===== config.mk =====
export PLATFORM = sky130hd
export DESIGN_NAME = afc_codec
export DESIGN_NICKNAME = d
export VERILOG_FILES = /design/src/afc_pkg.sv /design/src/afc_codec.sv /design/src/afc_param_mem.sv /design/src/afc_tx_escaper.sv
export SDC_FILE = /design/constraint.sdc
export NUM_CORES = 1
export LEC_CHECK = 0
export CAP_MARGIN = 15
export CORE_ASPECT_RATIO = 0.5
export CORE_UTILIZATION = 35
export CTS_CLUSTER_DIAMETER = 80
export DETAILED_ROUTE_END_ITERATION = 6
export DONT_BUFFER_PORTS = 1
export GPL_TIMING_DRIVEN = 1
export HOLD_SLACK_MARGIN = 0.03
export MAX_ROUTING_LAYER = met4
export PLACE_DENSITY_LB_ADDON = 0.25
export SLEW_MARGIN = 5
export SYNTH_ARGS = -nofsm -noshare
export SYNTH_HDL_FRONTEND = slang
export SYNTH_SLANG_ARGS = --single-unit
export TNS_END_PERCENT = 100

===== constraint.sdc =====
create_clock -name pclk -period 16.74 [get_ports pclk]
set_input_delay 2.511 -clock pclk [delete_from_list [all_inputs] [get_ports pclk]]
set_output_delay 2.511 -clock pclk [all_outputs]
set_load 0.02 [all_outputs]

===== src/afc_pkg.sv =====
package afc_pkg;

  // =====================================================================
  // frame layout
  localparam logic [7:0]  DELIM        = 8'h7e;
  localparam logic [7:0]  ESC_MARK     = 8'h7d;
  localparam logic [7:0]  ESC_XOR      = 8'h20;
  localparam logic [7:0]  XON_BYTE     = 8'h11;
  localparam logic [7:0]  XOFF_BYTE    = 8'h13;
  localparam logic [7:0]  CKSUM_BASE   = 8'hff;
  localparam logic [7:0]  TYPE_TX64    = 8'h00;
  localparam logic [7:0]  TYPE_CMD     = 8'h08;
  localparam logic [7:0]  TYPE_CMD_RSP = 8'h88;
  localparam logic [7:0]  TYPE_TX_STAT = 8'h89;
  localparam logic [63:0] BCAST_ADDR   = 64'h0000_0000_0000_ffff;
  localparam logic [1:0]  ESC_MODE_ON  = 2'h2;

  // body index, counted from the frame type byte
  localparam logic [15:0] BI_FID       = 16'h0001;
  localparam logic [15:0] BI_CMD_HI    = 16'h0002;
  localparam logic [15:0] BI_CMD_LO    = 16'h0003;
  localparam logic [15:0] BI_PARAM     = 16'h0004;
  localparam logic [15:0] BI_DEST_LAST = 16'h0009;
  localparam logic [15:0] BI_OPTS      = 16'h000a;
  localparam logic [15:0] BI_PAYLOAD   = 16'h000b;
  localparam logic [15:0] QUERY_LEN    = 16'h0004;

  // option bits
  localparam int OPT_NO_ACK     = 0;
  localparam int OPT_BCAST_PAN  = 2;

  // local commands with hardware meaning
  localparam logic [15:0] CMD_ESC_MODE    = 16'h4150;
  localparam logic [15:0] CMD_MAX_PAYLOAD = 16'h4e50;
  localparam logic [31:0] MAX_PAYLOAD     = 32'h0000_0100;

  // reply lengths (unescaped body bytes)
  localparam logic [3:0]  RLEN_TX_STAT = 4'h3;
  localparam logic [3:0]  RLEN_SET     = 4'h5;
  localparam logic [3:0]  RLEN_QUERY   = 4'h9;

  // =====================================================================
  // registers (byte addresses)
  localparam logic [7:0]  REG_CTRL     = 8'h00;
  localparam logic [7:0]  REG_STAT     = 8'h04;
  localparam logic [7:0]  REG_DEST_HI  = 8'h08;
  localparam logic [7:0]  REG_DEST_LO  = 8'h0c;
  localparam logic [7:0]  REG_TXINFO   = 8'h10;
  localparam logic [1:0]  CTRL_ESC_RST = 2'h0;
  localparam logic [7:0]  CTRL_TXS_RST = 8'h00;

  localparam int PMEM_DEPTH = 16;
  localparam int PMEM_AW    = 4;

  // =====================================================================
  typedef struct packed {
    logic [63:0] dest;
    logic [7:0]  opts;
    logic [15:0] plen;
  } afc_txreq_t;

  typedef struct packed {
    logic                en;
    logic [PMEM_AW-1:0]  addr;
    logic [31:0]         data;
  } afc_memwr_t;

  function automatic logic afc_needs_esc(input logic [7:0] b);
    return (b == DELIM) || (b == ESC_MARK) || (b == XON_BYTE) || (b == XOFF_BYTE);
  endfunction : afc_needs_esc

endpackage : afc_pkg


===== src/afc_codec.sv =====
module afc_codec (
  input  wire logic        pclk,
  input  wire logic        presetn,
  input  wire logic        clk_en,
  input  wire logic        psel,
  input  wire logic        penable,
  input  wire logic        pwrite,
  input  wire logic [7:0]  paddr,
  input  wire logic [31:0] pwdata,
  output logic      [31:0] prdata,
  output logic             pready,
  output logic             pslverr,
  input  wire logic [7:0]  rx_data,
  input  wire logic        rx_valid,
  output logic             rx_ready,
  output logic      [7:0]  tx_data,
  output logic             tx_valid,
  input  wire logic        tx_ready
);

  // =====================================================================
  // state
  typedef enum logic [6:0] {
    ST_SEARCH = 7'b0000001,
    ST_LEN_HI = 7'b0000010,
    ST_LEN_LO = 7'b0000100,
    ST_BODY   = 7'b0001000,
    ST_CKSUM  = 7'b0010000,
    ST_WAIT   = 7'b0100000,
    ST_SEND   = 7'b1000000
  } afc_state_t;

  afc_state_t          st_r;
  logic [15:0]         len_r;
  logic [15:0]         bidx_r;
  logic [7:0]          sum_r;
  logic                esc_pend_r;
  logic [7:0]          type_r;
  logic [7:0]          fid_r;
  logic [63:0]         dest_r;
  logic [7:0]          opts_r;
  logic [15:0]         cmd_r;
  logic [31:0]         pval_r;
  logic                rx_ready_r;
  logic [1:0]          esc_mode_r;
  logic [7:0]          txs_code_r;
  logic [7:0]          cnt_good_r;
  logic [7:0]          cnt_cks_r;
  logic [7:0]          cnt_type_r;
  afc_pkg::afc_txreq_t txreq_r;
  logic [7:0]          rtype_r;
  logic [7:0]          rfid_r;
  logic [15:0]         rcmd_r;
  logic [7:0]          rstat_r;
  logic [3:0]          rlen_r;
  logic [31:0]         rval_r;
  logic [3:0]          ridx_r;
  logic [7:0]          rsum_r;
  logic [31:0]         prdata_r;
  logic                pready_r;
  logic                pslverr_r;

  // =====================================================================
  // receive byte decode
  logic        rx_take;
  logic        esc_on;
  logic        is_delim;
  logic        is_mark;
  logic        byte_ok;
  logic [7:0]  rx_b;
  logic        frame_done;
  logic        cks_ok;
  logic        typ_tx;
  logic        typ_cmd;
  logic        has_param;
  logic        wants_resp;
  logic [7:0]  esc_in_data;
  logic        esc_in_ready;
  logic [3:0]  kidx;

  assign rx_take  = clk_en && rx_valid && rx_ready_r;
  assign esc_on   = esc_mode_r == afc_pkg::ESC_MODE_ON;
  // an unescaped delimiter always restarts in escaped mode; otherwise only while searching
  assign is_delim = rx_data == afc_pkg::DELIM && (esc_on || st_r == ST_SEARCH);
  assign is_mark  = esc_on && !esc_pend_r && rx_data == afc_pkg::ESC_MARK;
  assign rx_b     = esc_pend_r ? (rx_data ^ afc_pkg::ESC_XOR) : rx_data;
  // anything outside a frame is silently dropped
  assign byte_ok  = rx_take && !is_delim && !is_mark && st_r != ST_SEARCH;

  assign frame_done = byte_ok && st_r == ST_CKSUM;
  assign cks_ok     = 8'(sum_r + rx_b) == afc_pkg::CKSUM_BASE;
  // an empty frame carries no type byte, so the stale one must not count
  assign typ_tx     = type_r == afc_pkg::TYPE_TX64 && len_r != 16'h0000;
  assign typ_cmd    = type_r == afc_pkg::TYPE_CMD && len_r != 16'h0000;
  assign has_param  = len_r > afc_pkg::QUERY_LEN;
  assign wants_resp = cks_ok && (typ_tx || typ_cmd) && fid_r != 8'h00;

  // =====================================================================
  // parser and response sequencing
  always_ff @(posedge pclk or negedge presetn) begin
    if (!presetn) begin
      st_r       <= ST_SEARCH;
      len_r      <= 16'h0000;
      bidx_r     <= 16'h0000;
      sum_r      <= 8'h00;
      esc_pend_r <= 1'b0;
      rx_ready_r <= 1'b1;
      ridx_r     <= 4'h0;
      rsum_r     <= 8'h00;
    end else if (clk_en) begin
      if (rx_take && is_delim) begin
        st_r       <= ST_LEN_HI;
        esc_pend_r <= 1'b0;
        sum_r      <= 8'h00;
      end else if (rx_take && is_mark) begin
        esc_pend_r <= 1'b1;
      end else if (byte_ok) begin
        esc_pend_r <= 1'b0;
        case (st_r)
          ST_LEN_HI: begin
            len_r[15:8] <= rx_b;
            st_r        <= ST_LEN_LO;
          end
          ST_LEN_LO: begin
            len_r[7:0] <= rx_b;
            bidx_r     <= 16'h0000;
            st_r       <= ({len_r[15:8], rx_b} == 16'h0000) ? ST_CKSUM : ST_BODY;
          end
          ST_BODY: begin
            sum_r  <= 8'(sum_r + rx_b);
            bidx_r <= 16'(bidx_r + 16'h0001);
            if (bidx_r == 16'(len_r - 16'h0001)) begin
              st_r <= ST_CKSUM;
            end
          end
          ST_CKSUM: begin
            st_r       <= wants_resp ? ST_WAIT : ST_SEARCH;
            rx_ready_r <= !wants_resp;
          end
          default: st_r <= ST_SEARCH;
        endcase
      end else if (st_r == ST_WAIT) begin
        st_r   <= ST_SEND;
        ridx_r <= 4'h0;
        rsum_r <= 8'h00;
      end else if (st_r == ST_SEND && esc_in_ready) begin
        ridx_r <= 4'(ridx_r + 4'h1);
        if (ridx_r >= 4'h3) begin
          rsum_r <= 8'(rsum_r + esc_in_data);
        end
        if (ridx_r == 4'(rlen_r + 4'h3)) begin
          st_r       <= ST_SEARCH;
          rx_ready_r <= 1'b1;
        end
      end
    end
  end

  // field capture, most significant byte first
  always_ff @(posedge pclk or negedge presetn) begin
    if (!presetn) begin
      type_r <= 8'h00;
      fid_r  <= 8'h00;
      dest_r <= 64'h0;
      opts_r <= 8'h00;
      cmd_r  <= 16'h0000;
      pval_r <= 32'h0;
    end else if (clk_en && rx_take && is_delim) begin
      // a frame too short to carry an id must never be answered
      fid_r <= 8'h00;
    end else if (clk_en && byte_ok && st_r == ST_BODY) begin
      if (bidx_r == 16'h0000) begin
        type_r <= rx_b;
      end
      if (bidx_r == afc_pkg::BI_FID) begin
        fid_r <= rx_b;
      end
      if (bidx_r >= afc_pkg::BI_CMD_HI && bidx_r <= afc_pkg::BI_DEST_LAST) begin
        dest_r <= {dest_r[55:0], rx_b};
      end
      if (bidx_r == afc_pkg::BI_CMD_HI || bidx_r == afc_pkg::BI_CMD_LO) begin
        cmd_r <= {cmd_r[7:0], rx_b};
      end
      if (bidx_r == afc_pkg::BI_OPTS) begin
        opts_r <= rx_b;
      end
      if (bidx_r >= afc_pkg::BI_PARAM) begin
        // only the last four parameter bytes are kept
        pval_r <= {pval_r[23:0], rx_b};
      end
    end
  end

  // =====================================================================
  // parameter store and immediate apply
  afc_pkg::afc_memwr_t pm_wr;
  logic [31:0]         pm_rd;
  logic                param_set;

  assign param_set  = frame_done && cks_ok && typ_cmd && has_param;
  assign pm_wr.en   = param_set;
  assign pm_wr.addr = cmd_r[afc_pkg::PMEM_AW-1:0];
  assign pm_wr.data = pval_r;

  afc_param_mem u_pmem (
    .pclk    (pclk),
    .presetn (presetn),
    .clk_en  (clk_en),
    .wr      (pm_wr),
    .rd_addr (cmd_r[afc_pkg::PMEM_AW-1:0]),
    .rd_data (pm_rd)
  );

  // response fields; the reply value is latched during the wait cycle
  always_ff @(posedge pclk or negedge presetn) begin
    if (!presetn) begin
      rtype_r <= 8'h00;
      rfid_r  <= 8'h00;
      rcmd_r  <= 16'h0000;
      rstat_r <= 8'h00;
      rlen_r  <= 4'h0;
      rval_r  <= 32'h0;
    end else if (clk_en) begin
      if (frame_done && wants_resp) begin
        rfid_r  <= fid_r;
        rcmd_r  <= cmd_r;
        rtype_r <= typ_tx ? afc_pkg::TYPE_TX_STAT : afc_pkg::TYPE_CMD_RSP;
        rstat_r <= typ_tx ? txs_code_r : 8'h00;
        rlen_r  <= typ_tx ? afc_pkg::RLEN_TX_STAT
                 : (has_param ? afc_pkg::RLEN_SET : afc_pkg::RLEN_QUERY);
      end
      if (st_r == ST_WAIT) begin
        case (rcmd_r)
          afc_pkg::CMD_MAX_PAYLOAD: rval_r <= afc_pkg::MAX_PAYLOAD;
          afc_pkg::CMD_ESC_MODE:    rval_r <= {30'h0, esc_mode_r};
          default:                  rval_r <= pm_rd;
        endcase
      end
    end
  end

  // =====================================================================
  // response byte builder feeding the escaper
  assign kidx = 4'(ridx_r - 4'h3);

  always_comb begin
    esc_in_data = 8'h00;
    if (ridx_r == 4'h0) begin
      esc_in_data = afc_pkg::DELIM;
    end else if (ridx_r == 4'h2) begin
      esc_in_data = {4'h0, rlen_r};
    end else if (ridx_r == 4'(rlen_r + 4'h3)) begin
      esc_in_data = 8'(afc_pkg::CKSUM_BASE - rsum_r);
    end else if (ridx_r >= 4'h3) begin
      case (kidx)
        4'h0:    esc_in_data = rtype_r;
        4'h1:    esc_in_data = rfid_r;
        4'h2:    esc_in_data = (rlen_r == afc_pkg::RLEN_TX_STAT) ? rstat_r : rcmd_r[15:8];
        4'h3:    esc_in_data = rcmd_r[7:0];
        4'h4:    esc_in_data = rstat_r;
        4'h5:    esc_in_data = rval_r[31:24];
        4'h6:    esc_in_data = rval_r[23:16];
        4'h7:    esc_in_data = rval_r[15:8];
        default: esc_in_data = rval_r[7:0];
      endcase
    end
  end

  afc_tx_escaper u_esc (
    .pclk        (pclk),
    .presetn     (presetn),
    .clk_en      (clk_en),
    .esc_on      (esc_on),
    .in_data     (esc_in_data),
    .in_first    (ridx_r == 4'h0),
    .in_valid    (st_r == ST_SEND),
    .in_ready    (esc_in_ready),
    .out_data_r  (tx_data),
    .out_valid_r (tx_valid),
    .out_ready   (tx_ready)
  );

  // =====================================================================
  // frame statistics and last transmit request
  always_ff @(posedge pclk or negedge presetn) begin
    if (!presetn) begin
      cnt_good_r <= 8'h00;
      cnt_cks_r  <= 8'h00;
      cnt_type_r <= 8'h00;
      txreq_r    <= '0;
    end else if (clk_en && frame_done) begin
      if (!cks_ok) begin
        cnt_cks_r <= 8'(cnt_cks_r + 8'h01);
      end else if (!(typ_tx || typ_cmd)) begin
        cnt_type_r <= 8'(cnt_type_r + 8'h01);
      end else begin
        cnt_good_r <= 8'(cnt_good_r + 8'h01);
      end
      if (cks_ok && typ_tx) begin
        txreq_r.dest <= dest_r;
        txreq_r.opts <= opts_r;
        txreq_r.plen <= (len_r > afc_pkg::BI_PAYLOAD) ? 16'(len_r - afc_pkg::BI_PAYLOAD)
                                                     : 16'h0000;
      end
    end
  end

  // =====================================================================
  // apb slave: one access cycle, answer registered in the setup cycle
  logic setup_ph;
  logic wr_go;

  assign setup_ph = psel && !penable && !pready_r;
  assign wr_go    = psel && penable && pready_r && pwrite;

  always_ff @(posedge pclk or negedge presetn) begin
    if (!presetn) begin
      pready_r  <= 1'b0;
      pslverr_r <= 1'b0;
      prdata_r  <= 32'h0;
    end else if (clk_en) begin
      pready_r  <= setup_ph;
      pslverr_r <= 1'b0;
      prdata_r  <= 32'h0;
      if (setup_ph) begin
        case (paddr)
          afc_pkg::REG_CTRL:    prdata_r <= {16'h0, txs_code_r, 6'h0, esc_mode_r};
          afc_pkg::REG_STAT:    prdata_r <= {8'h0, cnt_type_r, cnt_cks_r, cnt_good_r};
          afc_pkg::REG_DEST_HI: prdata_r <= txreq_r.dest[63:32];
          afc_pkg::REG_DEST_LO: prdata_r <= txreq_r.dest[31:0];
          afc_pkg::REG_TXINFO:  prdata_r <= {txreq_r.plen, 5'h0,
                                             txreq_r.opts[afc_pkg::OPT_BCAST_PAN],
                                             txreq_r.opts[afc_pkg::OPT_NO_ACK],
                                             txreq_r.dest == afc_pkg::BCAST_ADDR,
                                             txreq_r.opts};
          default:              pslverr_r <= 1'b1;
        endcase
      end
    end
  end

  // escaped mode changes from software or from a local command
  always_ff @(posedge pclk or negedge presetn) begin
    if (!presetn) begin
      esc_mode_r <= afc_pkg::CTRL_ESC_RST;
      txs_code_r <= afc_pkg::CTRL_TXS_RST;
    end else if (clk_en) begin
      if (param_set && cmd_r == afc_pkg::CMD_ESC_MODE) begin
        esc_mode_r <= pval_r[1:0];
      end else if (wr_go && paddr == afc_pkg::REG_CTRL) begin
        esc_mode_r <= pwdata[1:0];
      end
      if (wr_go && paddr == afc_pkg::REG_CTRL) begin
        txs_code_r <= pwdata[15:8];
      end
    end
  end

  assign prdata   = prdata_r;
  assign pready   = pready_r;
  assign pslverr  = pslverr_r;
  assign rx_ready = rx_ready_r;

  // =====================================================================
  a_delim_start: assert property (@(posedge pclk) disable iff (!presetn)
    rx_take && st_r == ST_SEARCH && rx_data == afc_pkg::DELIM |=> st_r == ST_LEN_HI)
    else $error("delimiter did not open a frame");
  a_bad_cks_drop: assert property (@(posedge pclk) disable iff (!presetn)
    frame_done && !cks_ok |=> st_r == ST_SEARCH && cnt_cks_r == 8'($past(cnt_cks_r) + 8'h01))
    else $error("bad checksum frame not dropped");
  a_fid_zero_quiet: assert property (@(posedge pclk) disable iff (!presetn)
    frame_done && fid_r == 8'h00 |=> st_r == ST_SEARCH ##1 !tx_valid)
    else $error("response emitted for frame id zero");
  a_resp_fid_copy: assert property (@(posedge pclk) disable iff (!presetn)
    st_r == ST_SEND && ridx_r == 4'h4 |-> esc_in_data == rfid_r)
    else $error("response frame id differs from request");
  a_tx_stat_type: assert property (@(posedge pclk) disable iff (!presetn)
    frame_done && wants_resp && typ_tx |=> rtype_r == afc_pkg::TYPE_TX_STAT ##1 st_r == ST_SEND)
    else $error("transmit request not answered with status");
  a_cmd_resp_type: assert property (@(posedge pclk) disable iff (!presetn)
    frame_done && wants_resp && typ_cmd |=> rtype_r == afc_pkg::TYPE_CMD_RSP
      && rlen_r == (has_param ? afc_pkg::RLEN_SET : afc_pkg::RLEN_QUERY))
    else $error("local command not answered correctly");
  a_bad_type_drop: assert property (@(posedge pclk) disable iff (!presetn)
    frame_done && cks_ok && !typ_tx && !typ_cmd
      |=> st_r == ST_SEARCH && cnt_type_r == 8'($past(cnt_type_r) + 8'h01))
    else $error("unsupported type not dropped and counted");
  a_esc_mode_apply: assert property (@(posedge pclk) disable iff (!presetn)
    param_set && cmd_r == afc_pkg::CMD_ESC_MODE |=> esc_mode_r == $past(pval_r[1:0]))
    else $error("parameter not applied at once");
  a_rx_stall_resp: assert property (@(posedge pclk) disable iff (!presetn)
    st_r == ST_WAIT || st_r == ST_SEND |-> !rx_ready_r)
    else $error("receiver accepting bytes during a response");

endmodule : afc_codec


===== src/afc_param_mem.sv =====
module afc_param_mem (
  input  wire logic                        pclk,
  input  wire logic                        presetn,
  input  wire logic                        clk_en,
  input  wire afc_pkg::afc_memwr_t         wr,
  input  wire logic [afc_pkg::PMEM_AW-1:0] rd_addr,
  output logic      [31:0]                 rd_data
);

  logic [31:0] mem_r [afc_pkg::PMEM_DEPTH];

  always_ff @(posedge pclk) begin
    if (clk_en && wr.en) begin
      mem_r[wr.addr] <= wr.data;
    end
  end

  always_ff @(posedge pclk or negedge presetn) begin
    if (!presetn) begin
      rd_data <= 32'h0000_0000;
    end else if (clk_en) begin
      rd_data <= mem_r[rd_addr];
    end
  end

endmodule : afc_param_mem


===== src/afc_tx_escaper.sv =====
module afc_tx_escaper (
  input  wire logic       pclk,
  input  wire logic       presetn,
  input  wire logic       clk_en,
  input  wire logic       esc_on,
  input  wire logic [7:0] in_data,
  input  wire logic       in_first,
  input  wire logic       in_valid,
  output logic            in_ready,
  output logic      [7:0] out_data_r,
  output logic            out_valid_r,
  input  wire logic       out_ready
);

  logic       pend_r;
  logic [7:0] pend_data_r;
  logic       take;
  logic       stuff;

  assign in_ready = !out_valid_r;
  assign take     = clk_en && in_valid && in_ready;
  // the delimiter that opens a frame is never escaped
  assign stuff    = esc_on && !in_first && afc_pkg::afc_needs_esc(in_data);

  always_ff @(posedge pclk or negedge presetn) begin
    if (!presetn) begin
      out_data_r  <= 8'h00;
      out_valid_r <= 1'b0;
      pend_r      <= 1'b0;
      pend_data_r <= 8'h00;
    end else if (clk_en) begin
      if (take) begin
        out_valid_r <= 1'b1;
        out_data_r  <= stuff ? afc_pkg::ESC_MARK : in_data;
        pend_r      <= stuff;
        pend_data_r <= in_data ^ afc_pkg::ESC_XOR;
      end else if (out_valid_r && out_ready) begin
        out_valid_r <= pend_r;
        out_data_r  <= pend_data_r;
        pend_r      <= 1'b0;
      end
    end
  end

  a_esc_stuff_pair: assert property (@(posedge pclk) disable iff (!presetn)
    take && stuff |=> out_data_r == afc_pkg::ESC_MARK && pend_r
      && pend_data_r == ($past(in_data) ^ afc_pkg::ESC_XOR))
    else $error("escape marker not emitted for a special byte");

endmodule : afc_tx_escaper


==> key figures, run 1 <==
Status
  – Run status: finished, violations left
  – Failing checks: slew limit

GRT
  – GR Overflow Total: 0
  – Overall global routing resource usage: 18.1%
  – Initial antenna violation count: 1
  – Vias in the first global route: approximately 24,000
  – Global-route wire length before repair: 157,000 microns
  – Largest net degree at the start of global routing: 472

Floorplan
  – Starting Density: 35.6%
  – Top Ports: 100
  – Die height: around 250 microns
  – Num rows: 88
  – Core ar.: 116,000 sq um
  – Die width: 488 microns
  – Die Area: around 120,000 sq um

Timing
  – Slew @ Worst Pin: ~2.3 ns
  – RSZ-0062 raised after global routing: false
  – Fmax: 157 MHz
  – Clk_skew: 0.0449 ns
  – Tmin final: 6.38 ns
  – Crit share post-route: 38.1%
  – Max transition margin: -56.2%
  – Final worst slack: about 10 ns
  – Setup TNS: 0 ns
  – Final Max Tran Viols: 319
  – Final setup fails: 0
  – Hold Fails Final Rpt: 0

Cells and area
  – Area Overhead vs Synth: 12.1%
  – Layout cell share with drive strength beyond 1: 23.9%
  – Design area: 46,400 sq um
  – Leading cell types in the layout, fill and taps excluded: edfxtp_1 (512), dfrtp_1 (465), mux2_2 (256)
  – Commonest non-fill, non-tap cell in the layout: edfxtp_1
  – Core Util, Final: 39.9%
  – Final net count: between 2,000 and 3,000

Critical path
  – R2R setup slack: around 11 ns
  – Critical path class: input pin to flip-flop
  – Crit path launch type: input pin
  – Worst r2r path cells: 18
  – CP endpoint kind: flip-flop
  – CP max FO: 23
  – Arrival time worst endpoint: 6.71 ns
  – Worst R2R Start: ridx_r[0]
  – RR Endpoint: rsum_r[7]
  – Required time worst endpoint: 17.08 ns

Min path
  – Worst Hold Class: flip-flop to flip-flop
  – HP Start: opts_r[3]
  – Hold endpoint: opts_r[3]
  – Hold Path Stages: 2

Placed design
  – I/O Buffers: 0
  – Dpl ws: 9.71 ns
  – Post-Place Cell Area: roughly 43,000 sq um
  – RePlAce Congestion: 0.891
  – Post-DP HPWL: 62,300 microns

Synthesis
  – Fraction of registers with async set/reset: 47.9%
  – Synth Warn #: 0
  – Predominant post-synthesis flop cell: edfxtp_1
  – Synth cell types: 93
  – Post-synthesis sequential area ratio: around two thirds
  – #FFs+latches synth: 983
  – Gate Count Post-Synth: 2,677
  – Syn Std Cell Area: 41,400 sq um
  – Syn nets: between 2,000 and 3,000
  – Syn Area/Cell: around 15 sq um
  – Post-synth EDFFs: 512

Clock tree
  – Clock buffer count from CTS: 94
  – H-tree depth: 3
  – Clk slew on worst S/H paths: approximately 0.060 ns
  – Clock Path Buffers: 3
  – Clk_lat worst skew: ~0.7 ns
  – Sink Count: between 900 and 1,000
  – Hold-fix buffers, CTS: 0
  – CTS tree: done
  – Clk root buf: clkbuf_16
  – Post-CTS Setup Inserts: 0
  – Cts repair resizes: 0

Detailed routing
  – Detailed Route Iter0 Violations: 1,766
  – DRT Wirelength: ~100,000 microns
  – Drt first pass iters: 5
  – Vias: 23,283
  – Avg WL per Cell: 24.1 microns
  – Remaining antenna violation count: 0
  – Vias per cell: 5.39
  – Detailed-route DRC error count: 0

Power
  – Switch share: around a quarter
  – Clock share of power: a little over two fifths
  – Internal Power: 3990 uW
  – Power Density: 113 nW/um^2
  – P_leak: roughly 0.018 uW
  – Psw: around 1300 uW
  – Combinational share of power: 8.5%
  – Flop pwr share: 49.7%
  – Final total power: 5260 uW
  – Max VDD drop: 0.0803 mV

Run
  – Max-Cap Viols: 0
per-layer routing:
metal | wire, microns | track usage, % | up-vias
met4 | 2570 | 4.77 | 0
met5 | 0 | - | -
met1 | 46500 | 24.3 | 12280
met2 | 50300 | 28.6 | 566
li1 | - | - | 10259
met3 | 4820 | 2.74 | 178
critical path, stage by stage:
cell	delay, ns
ha_1	0.21
fa_1	0.40
a21oi_1	0.14
o21bai_1	0.11
a21o_1	0.19
a21oi_1	0.17
xor2_1	0.11
nor4_2	0.65
and2_0	0.55
nand3_1	0.54
nor3_2	0.55
buf_4	0.53
sequential cells by signal (all words and copies together) (netlist names), 16 cells and up:
register	cells
pval_r	32
u_pmem.rd_data	32
u_pmem.mem_r	512
txreq_r	88
cmd_r	16
prdata	32
rcmd_r	16
bidx_r	16
len_r	16
rval_r	32
dest_r	64
power by group through the flow:
stage	clock network (uW)	registers (uW)	logic, uW
floorplan	0	2640	346
global placement	0	2660	439
detailed placement	0	2660	440
CTS	2260	2610	443
global route	2350	2620	492
finish	2200	2610	446
cells in the mapped netlist (6+ instances only):
| cell | number | share of area, % |
|---|---|---|
| xor2_1 | 41 | 0.87 |
| buf_1 | 13 | 0.12 |
| or3_1 | 9 | 0.14 |
| inv_1 | 80 | 0.73 |
| buf_2 | 27 | 0.33 |
| o21bai_1 | 6 | 0.11 |
| nor3_1 | 38 | 0.46 |
| a221oi_1 | 19 | 0.40 |
| o21ai_0 | 134 | 1.6 |
| clkbuf_1 | 102 | 0.92 |
| nor4_1 | 39 | 0.59 |
| ha_1 | 32 | 0.97 |
| nand4_1 | 24 | 0.36 |
| mux4_2 | 166 | 9.0 |
| nor2_1 | 76 | 0.69 |
| o22ai_1 | 36 | 0.54 |
| dfrtp_1 | 469 | 28 |
| nand2_1 | 161 | 1.5 |
| a21oi_1 | 45 | 0.54 |
| nand3_1 | 53 | 0.64 |
| mux2i_1 | 24 | 0.58 |
| a21o_1 | 10 | 0.18 |
| xnor2_1 | 49 | 1.0 |
| edfxtp_1 | 512 | 37 |
| and2_1 | 9 | 0.14 |
| and3_1 | 13 | 0.20 |
| nor2b_1 | 8 | 0.12 |
| or4_1 | 6 | 0.11 |
| mux2_2 | 256 | 7.0 |
| a31oi_1 | 9 | 0.14 |
| a22o_1 | 57 | 1.2 |
| a22oi_1 | 16 | 0.29 |
| nand2b_1 | 13 | 0.20 |
layout make-up:
cell class	count	area [sq um]
flip-flops and latches	983	27200
inverters	81	304
clock buffers	136	2670
diodes	1	2.50
fillers	10714	69900
clock inverters	40	533
repair buffers	42	347
well taps	1575	1970
multi-input cells	1463	13400
kinds of logic after synthesis:
kind of cell	synth area share (%)
flip-flops	65.6
buffers and inverters	2.28
XOR/XNOR	2.02
AO/OA/AOI/OAI	6.46
AND/OR/NAND/NOR	5.98
multiplexers	16.6
adder cells (fa/ha/maj)	1.06
worst max path at each step:
stage	start	to	slack, ns
6_report	rx_data[0]	u_pmem.mem_r[0][23]	10.36
5_1_grt	rx_data[0]	u_pmem.mem_r[0][25]	10.22
4_1_cts	rx_data[0]	u_pmem.mem_r[0][18]	10.45
3_5_place_dp	rx_data[0]	u_pmem.mem_r[0][29]	9.71
3_3_place_gp	rx_data[0]	u_pmem.mem_r[0][27]	9.07
2_1_floorplan	rx_data[0]	u_pmem.mem_r[3][0]	8.01
per-stage QoR:
step / cells / hold WS [ns]
floorplan: 2677 / 0.437
global placement: 4141 / 0.453
detailed placement: 4142 / 0.460
CTS: 4318 / 0.475
global route: 4321 / 0.487
finish: 4321 / 0.473
Power figures use the tool's default switching activity.
==> run 2: changes to the inputs <==
--- a/config.mk
+++ b/config.mk
@@ -5,6 +5,7 @@
 export SDC_FILE = /design/constraint.sdc
 export NUM_CORES = 1
 export LEC_CHECK = 0
+export ABC_AREA = 1
 export CAP_MARGIN = 15
 export CORE_ASPECT_RATIO = 0.5
 export CORE_UTILIZATION = 35
==> constraint.sdc (replaced) <==
create_clock -name pclk -period 6.64 [get_ports pclk]
set_input_delay 0.996 -clock pclk [delete_from_list [all_inputs] [get_ports pclk]]
set_output_delay 0.996 -clock pclk [all_outputs]
set_load 0.02 [all_outputs]
==> run 2 against run 1 <==
  * The flow now finishes without violations
  * Clock power grew to 2.5 times the previous value
  * Sequential power rose to 2.6 times the previous value
  * Combinational power rose to 3.5 times the previous value
  * Critical path depth up 4
  * Area after synthesis is 0.21% higher
  * Sequential cell count is the same
  * Clock-buffer cell count grew 5
  * Total power rose to 2.7 times the previous value
  * Critical path type is now flip-flop to flip-flop
  * Largest power group unchanged
  * Highest routed layer unchanged
==> key figures, run 2 <==
Status
  – Run status: finished, final reports clean

Synthesis
  – Fraction of registers with async set/reset: 47.9% (unchanged)
  – Top post-synthesis cells by area: edfxtp_1 (37%), dfrtp_1 (28%), nand2_1 (6.6%), nand3_1 (5.4%), o21ai_0 (3.6%)
  – Gate Count Post-Synth: 3,862 (+44%)
  – Post-synthesis sequential area ratio: 65.5% (-0.14 points)
  – Synth area leader: edfxtp_1
  – Synth top area share: 37.1% (-0.079 points)
  – Synth Warn #: 0 (unchanged)
  – Syn Std Cell Area: 41,500 sq um (+0.21%)
  – Syn Area/Cell: 10.7 sq um (-31%)
  – Synth cell types: 58 (-38%)
  – Top cells by count, synth: nand2_1 (730), edfxtp_1 (512), dfrtp_1 (469)
  – Count leader, synth: nand2_1
  – Syn nets: 3,952 (+43%)
  – Predominant post-synthesis flop cell: edfxtp_1
  – Post-synth EDFFs: 512 (unchanged)
  – #FFs+latches synth: 983 (unchanged)

Cells and area
  – Layout cell share with drive strength beyond 1: 7.44% (-16 points)
  – Biggest registers after layout: u_pmem.mem_r: 512 flops, txreq_r: 88 flops, dest_r: 64 flops
  – Layout fillers: 11,167 (+4.2%)
  – Most flops, register: u_pmem.mem_r
  – Area Overhead vs Synth: 12.4%
  – Commonest non-fill, non-tap cell in the layout: nand2_1
  – Final net count: 3,899 (+42%)
  – Leading cell types in the layout, fill and taps excluded: nand2_1 (729), edfxtp_1 (512), dfrtp_1 (467)
  – Core Util, Final: 40.1% (+0.15 points)
  – Diode count: 0 (-1)
  – Max reg flops: 512 (unchanged)

Timing
  – Fmax: 206 MHz
  – RSZ-0062 raised after global routing: false
  – Hold Fails Final Rpt: 0 (unchanged)
  – Crit share post-route: approximately three quarters
  – Tmin final: about 5 ns
  – Final setup fails: 0 (unchanged)
  – Final worst slack: 1.78 ns (-8.58 ns)
  – Setup TNS: 0 ns (unchanged)
  – Max transition margin: 15.4% (+72 points)
  – Clk_skew: 0.0363 ns (-0.00859 ns)
  – Slew @ Worst Pin: 1.27 ns (-1.07 ns)
  – Final Max Tran Viols: 0 (-100%)

Detailed routing
  – Detailed-route DRC error count: 0 (unchanged)
  – Detailed Route Iter0 Violations: 2,864 (+62%)
  – Vias per cell: 5.27 (-2.2%)
  – DRT Wirelength: 117,000 microns (+12%)
  – Vias: 28,775 (+24%)
  – Remaining antenna violation count: 0 (unchanged)
  – Avg WL per Cell: 21.4 microns (-11%)
  – Drt first pass iters: 6 (+1)

Floorplan
  – Starting Density: 35.7% (+0.043 points)
  – Top Ports: 100 (unchanged)
  – Die Area: 120,000 sq um (+0.21%)
  – Core ar.: 116,000 sq um (about the same)
  – Die width: 489 microns (+0.11%)
  – Die height: 245 microns (+0.11%)
  – Num rows: 88 (unchanged)

GRT
  – Overall global routing resource usage: 20.0% (+2.0 points)
  – Initial antenna violation count: 3 (+2)
  – GR Overflow Total: 0 (unchanged)
  – Largest net degree at the start of global routing: 468 (-0.85%)
  – Global-route wire length before repair: 178,000 microns (+13%)
  – Vias in the first global route: 27,936 (+19%)

Clock tree
  – Clk_lat worst skew: 0.70 ns (about the same)
  – Clock buffer count from CTS: 93 (-1.1%)
  – Sink Count: 983 (unchanged)
  – H-tree depth: 3 (unchanged)
  – Clk root buf: clkbuf_16
  – Cts repair resizes: 0 (unchanged)
  – Clock Path Buffers: 3 (unchanged)
  – CTS tree: done
  – Clk slew on worst S/H paths: 0.07 ns (about the same)

Critical path
  – CP max FO: 20 (-13%)
  – Critical Path Max Stage Delay: 0.77 ns (+0.12 ns)
  – Required time worst endpoint: 7.04 ns (-10.04 ns)
  – Worst R2R Start: esc_pend_r
  – Worst Path Buf+Inv: 4 (+3)
  – Critical path class: flip-flop to flip-flop
  – Arrival time worst endpoint: 5.26 ns (-1.45 ns)
  – Start point of the critical path: esc_pend_r
  – CP max stage cell: nor2_4
  – Crit path launch type: flip-flop
  – CP Cell Sequence: xnor2_1 -> buf_4 -> inv_1 -> ha_1 -> nand2_1 -> inv_1 -> nand4_1 -> o211ai_1 -> xor2_1 -> nor2_1 -> and3_1 -> nand2_2 -> nor3_2 -> nand2_1 -> nor2_4 -> buf_4
  – CP endpoint kind: flip-flop
  – CP top delay family: simple AND/OR/NAND/NOR gates

Power
  – Max VDD drop: 0.199 mV (+150%)
  – Power Density: 301 nW/um^2 (+170%)
  – P_leak: 0.0183 uW (+0.38%)

Min path
  – Worst Hold Class: input pin to asynchronous set/reset pin

Placed design
  – Dpl ws: 1.20 ns (-8.51 ns)
  – I/O Buffers: 0 (unchanged)
  – Post-DP HPWL: 70,400 microns (+13%)
  – RePlAce Congestion: 0.899 (+0.89%)

Run
  – Max-Cap Viols: 0 (unchanged)
==> run 2: cell types whose count changed after synthesis, moves of 39 or more <==
cell	previous run	this run
nand2_1	161	730
mux2_2	256	1
o21ai_1	2	77
inv_1	80	281
mux4_2	166	0
a22oi_1	16	132
nand4_1	24	79
nor2_1	76	164
nand3_1	53	446
a22o_1	57	18
clkbuf_1	102	145
o21ai_0	134	297
==> run 2: layout make-up <==
| cell class | instances | area [sq um] | area share [%] |
|---|---|---|---|
| clock inverter | 31 | 422 | 0.904 |
| inverter | 303 | 1140 | 2.45 |
| clock buffer | 141 | 2780 | 5.96 |
| sequential | 983 | 27200 | 58.3 |
| timing repair buffer | 59 | 623 | 1.34 |
| multi-input combinational | 2369 | 12500 | 26.9 |
| tap | 1575 | 1970 | 4.23 |
==> run 2: cell families after synthesis <==
logic type / after synthesis / share of synthesized area, %
buffers and inverters: 510 / 4.81
DFF: 983 / 65.5
and+or+nand+nor: 1534 / 16.5
AOI/OAI and AO/OA: 739 / 10.8
muxes: 1 / 0.0271
adders and majority gates: 34 / 1.06
xor gates and xnor gates: 61 / 1.31
==> run 2: stage by stage <==
stage	power [uW]	hold WS, ns	cell area (sq um)	instances
3_3_place_gp	8470	0.458	43300	5283
6_report	14100	0.158	46600	5461
3_5_place_dp	8500	0.463	43300	5283
4_1_cts	14100	0.0521	46500	5458
2_1_floorplan	8090	0.442	41500	3862
5_1_grt	14600	0.134	46600	5461
==> run 2: layer usage <==
metal,part of all wire (%),track usage (%)
met1,45,26.6
met2,47,31.6
met3,5.9,3.66
met4,2.3,5.05
met5,0,-
==> run 2: path summary, 6_finish.rpt <==
check	to	slack (ns)	depth (start not counted)
worst max-delay path	u_pmem.mem_r[15][23]	1.78	16
worst min-delay path	u_pmem.rd_data[29]	0.16	1
worst max register to register	u_pmem.mem_r[15][23]	1.78	16
worst min register to register	txreq_r[82]	0.47	2
max in group asynchronous	dest_r[55]	4.47	2
min in group pclk	pready	0.45	2
==> run 2: power breakdown <==
part | internal (uW) | total (uW) | switching (uW)
sequential | 6630 | 6890 | 254
combinational | 488 | 1570 | 1080
clock | 3210 | 5600 | 2380
total | 10300 | 14100 | 3720
==> run 2: repair_timing <==
item	in CTS	in global routing
endpoints found under the hold margin	1	41
buffers inserted	0	0
hold buffers	3	1
==> run 3: changes to the inputs <==
--- a/config.mk
+++ b/config.mk
@@ -5,7 +5,7 @@
 export SDC_FILE = /design/constraint.sdc
 export NUM_CORES = 1
 export LEC_CHECK = 0
-export ABC_AREA = 1
+export ABC_AREA = 0
 export CAP_MARGIN = 15
 export CORE_ASPECT_RATIO = 0.5
 export CORE_UTILIZATION = 35
==> constraint.sdc (replaced) <==
create_clock -name pclk -period 5.04 [get_ports pclk]
set_input_delay 0.756 -clock pclk [delete_from_list [all_inputs] [get_ports pclk]]
set_output_delay 0.756 -clock pclk [all_outputs]
set_load 0.02 [all_outputs]
==> run 3 against run 2 <==
  * The flow now finishes with violations (DRC, hold timing)
  * Wire length decreased by 8.5%
  * Combinational power about the same
  * Sequential share of layout area decreased by 0.51 points
  * Clock-buffer cell count decreased by 3
  * Maximum frequency increased by 5.6%
  * Clock skew increased by 0.0025 ns
  * Sequential power increased by 26%
  * Total power increased by 28%
  * Clock power increased by 38%
  * Sequential cell count unchanged
  * First-iteration DRC count decreased by 37%
  * Via count decreased by 19%
  * Highest routed layer unchanged
==> key figures, run 3 (synthesized netlist as in run 1, its figures left out) <==
Status
  – Failing checks: DRC, hold timing
  – Run status: finished, violations left

Timing
  – Clk_skew: 0.0388 ns (+0.00254 ns)
  – Hold Fails Final Rpt: 190 (+190)
  – Crit share post-route: 91.3% (+18 points)
  – Final setup fails: 0 (unchanged)
  – Final Max Tran Viols: 0 (unchanged)
  – Max transition margin: 11.2% (-4.2 points)
  – Tmin final: 4.60 ns (-0.258 ns)
  – Fmax: 217 MHz (+5.6%)
  – Slew @ Worst Pin: 1.33 ns (+0.0630 ns)
  – Fin Hold WS: -0.216 ns (-0.374 ns)
  – Final worst slack: 0.440 ns (-1.34 ns)
  – RSZ-0062 raised after global routing: false

Cells and area
  – Area Overhead vs Synth: 13.6%
  – Layout fillers: 10,707 (-4.1%)
  – Sequential Area: 27,200 sq um (about the same)
  – Non-Filler Instances: 4,362 (-20%)
  – Design area: 47,100 sq um (+0.91%)
  – Multi-input logic area: 13,500 sq um (+7.8%)
  – Biggest registers after layout: u_pmem.mem_r: 512 flops, txreq_r: 88 flops, dest_r: 64 flops
  – Max reg flops: 512 (unchanged)
  – Commonest non-fill, non-tap cell in the layout: edfxtp_1
  – Layout cell share with drive strength beyond 1: 25.2% (+18 points)
  – Core Util, Final: 40.5% (+0.40 points)
  – Leading cell types in the layout, fill and taps excluded: edfxtp_1 (512), dfrtp_1 (465), mux2_2 (256)
  – Most flops, register: u_pmem.mem_r
  – Final net count: 2,793 (-28%)

Critical path
  – Critical path class: flip-flop to flip-flop
  – CP endpoint kind: flip-flop
  – Required time worst endpoint: 5.60 ns (-1.44 ns)
  – RR Endpoint: rsum_r[7]
  – Worst r2r path cells: 19 (+3)
  – Arrival time worst endpoint: 5.16 ns (-0.10 ns)
  – R2R setup slack: 0.44 ns (-1.34 ns)
  – Critical Path Max Stage Delay: 0.55 ns (-0.22 ns)
  – Worst R2R Start: ridx_r[0]
  – CP max FO: 18 (-10%)
  – Worst Path Buf+Inv: 3 (-1)
  – CP Cell Sequence: inv_1 -> ha_1 -> buf_4 -> nand4b_1 -> a21oi_1 -> a2111oi_0 -> o221ai_1 -> a2111oi_2 -> buf_4 -> o21ai_0 -> ha_1 -> a21oi_1 -> o21bai_1 -> a21oi_1 -> o21bai_1 -> a21oi_1 -> xor2_1 -> nor2_1 -> a2bb2oi_1
  – Crit path launch type: flip-flop
  – CP max stage cell: dfrtp_1
  – Most used cell, CP: a21oi_1
  – CP top delay family: compound AO/OA/AOI/OAI gates

Clock tree
  – Clk_lat worst skew: 0.70 ns (about the same)
  – Clock Path Buffers: 3 (unchanged)
  – CTS tree: done
  – Sink Count: 983 (unchanged)
  – H-tree depth: 3 (unchanged)
  – Clk slew on worst S/H paths: 0.06 ns (about the same)
  – Clk root buf: clkbuf_16
  – Clock buffer count from CTS: 96 (+3.2%)

Placed design
  – RePlAce Congestion: 0.874 (-2.8%)
  – Post-DP HPWL: 66,700 microns (-5.2%)
  – Total placed cells including tap cells: 4,179 (-21%)
  – Post-Place Cell Area: 43,600 sq um (+0.69%)
  – I/O Buffers: 0 (unchanged)
  – Dpl ws: 0.314 ns (-0.890 ns)

GRT
  – GR Overflow Total: 0 (unchanged)
  – Vias in the first global route: 23,743 (-15%)
  – Global-route wire length before repair: 160,000 microns (-9.9%)
  – Overall global routing resource usage: 18.5% (-1.5 points)
  – Initial antenna violation count: 3 (unchanged)
  – Largest net degree at the start of global routing: 472 (+0.85%)

Floorplan
  – Num rows: 88 (unchanged)
  – Starting Density: 35.6% (-0.043 points)
  – Die width: 488 microns (-0.11%)
  – Die Area: 120,000 sq um (-0.21%)
  – Core ar.: 116,000 sq um (about the same)
  – Top Ports: 100 (unchanged)
  – Die height: 245 microns (-0.11%)

Detailed routing
  – DRT Wirelength: 107,000 microns (-8.5%)
  – Remaining antenna violation count: 0 (unchanged)
  – Vias per cell: 5.32 (+0.90%)
  – Vias: 23,192 (-19%)
  – Highest routed layer: met4
  – Met3 wire len: 3810 microns (-45%)
  – Met2 wire len: 52,300 microns (-5.0%)
  – Metal-1 WL: 48,200 microns (-7.4%)
  – Avg WL per Cell: 24.4 microns (+14%)
  – Drt first pass iters: 7 (+1)
  – Detailed-route DRC error count: 1 (+1)
  – Detailed Route Iter0 Violations: 1,815 (-37%)

Power
  – Max VDD drop: 0.272 mV (+37%)
  – Power Density: 382 nW/um^2 (+27%)
  – P_leak: 0.0193 uW (+5.9%)

Min path
  – Worst Hold Class: input pin to asynchronous set/reset pin

Run
  – Max-Cap Viols: 0 (unchanged)
## run 3: changes by cell type in the layout (fill, tap and decap cells not counted), sizes merged, moves of 37 or more
| cell | delta |
|---|---|
| nand2 | -574 |
| nand3 | -394 |
| mux2 | +256 |
| o21ai | -238 |
| inv | -218 |
| mux4 | +166 |
| a22oi | -116 |
| nor2 | -98 |
| nand4 | -57 |
| a22o | +39 |
| a21oi | -37 |
## run 3: per-stage QoR
step           setup TNS, ns  power (uW)
2_1_floorplan          -1.29        9920
3_3_place_gp               0       10400
3_5_place_dp               0       10400
4_1_cts                    0       18100
5_1_grt                    0       18600
6_report                   0       18000
## run 3: power by group
part | internal, uW | switching (uW) | total, uW
Combinational | 619 | 960 | 1580
Sequential | 8500 | 176 | 8680
Clock | 4500 | 3190 | 7700
## run 3: worst max-delay path by stage
stage	startpoint	endpoint	slack, ns	depth (start not counted)
2_1_floorplan	rx_data[0]	u_pmem.mem_r[3][0]	-0.04	12
3_3_place_gp	ridx_r[0]	rsum_r[7]	0.27	18
3_5_place_dp	ridx_r[0]	rsum_r[7]	0.31	19
4_1_cts	ridx_r[0]	rsum_r[7]	0.27	19
5_1_grt	ridx_r[0]	rsum_r[7]	0.07	18
6_report	ridx_r[0]	rsum_r[7]	0.44	19
## run 3: cell type report
cell class / count / area share (%)
antenna: 1 / 0.00532
clock buffer: 138 / 5.93
clock inverter: 43 / 1.33
inverter: 81 / 0.646
multi-input combinational: 1463 / 28.7
sequential: 983 / 57.8
tap: 1575 / 4.19
timing repair buffer: 78 / 1.45
## run 3: per-layer routing
metal | track usage, % | vias to the layer above
met5 | - | -
met4 | 4.75 | 0
met3 | 2.73 | 146
met2 | 30.0 | 432
met1 | 24.5 | 12269
li1 | - | 10345
## run 3: repair_timing
item,in CTS,in global routing
gates resized for setup,0,2
buffers inserted,0,0
endpoints found under the hold margin,471,469
endpoints found under the setup margin,0,1
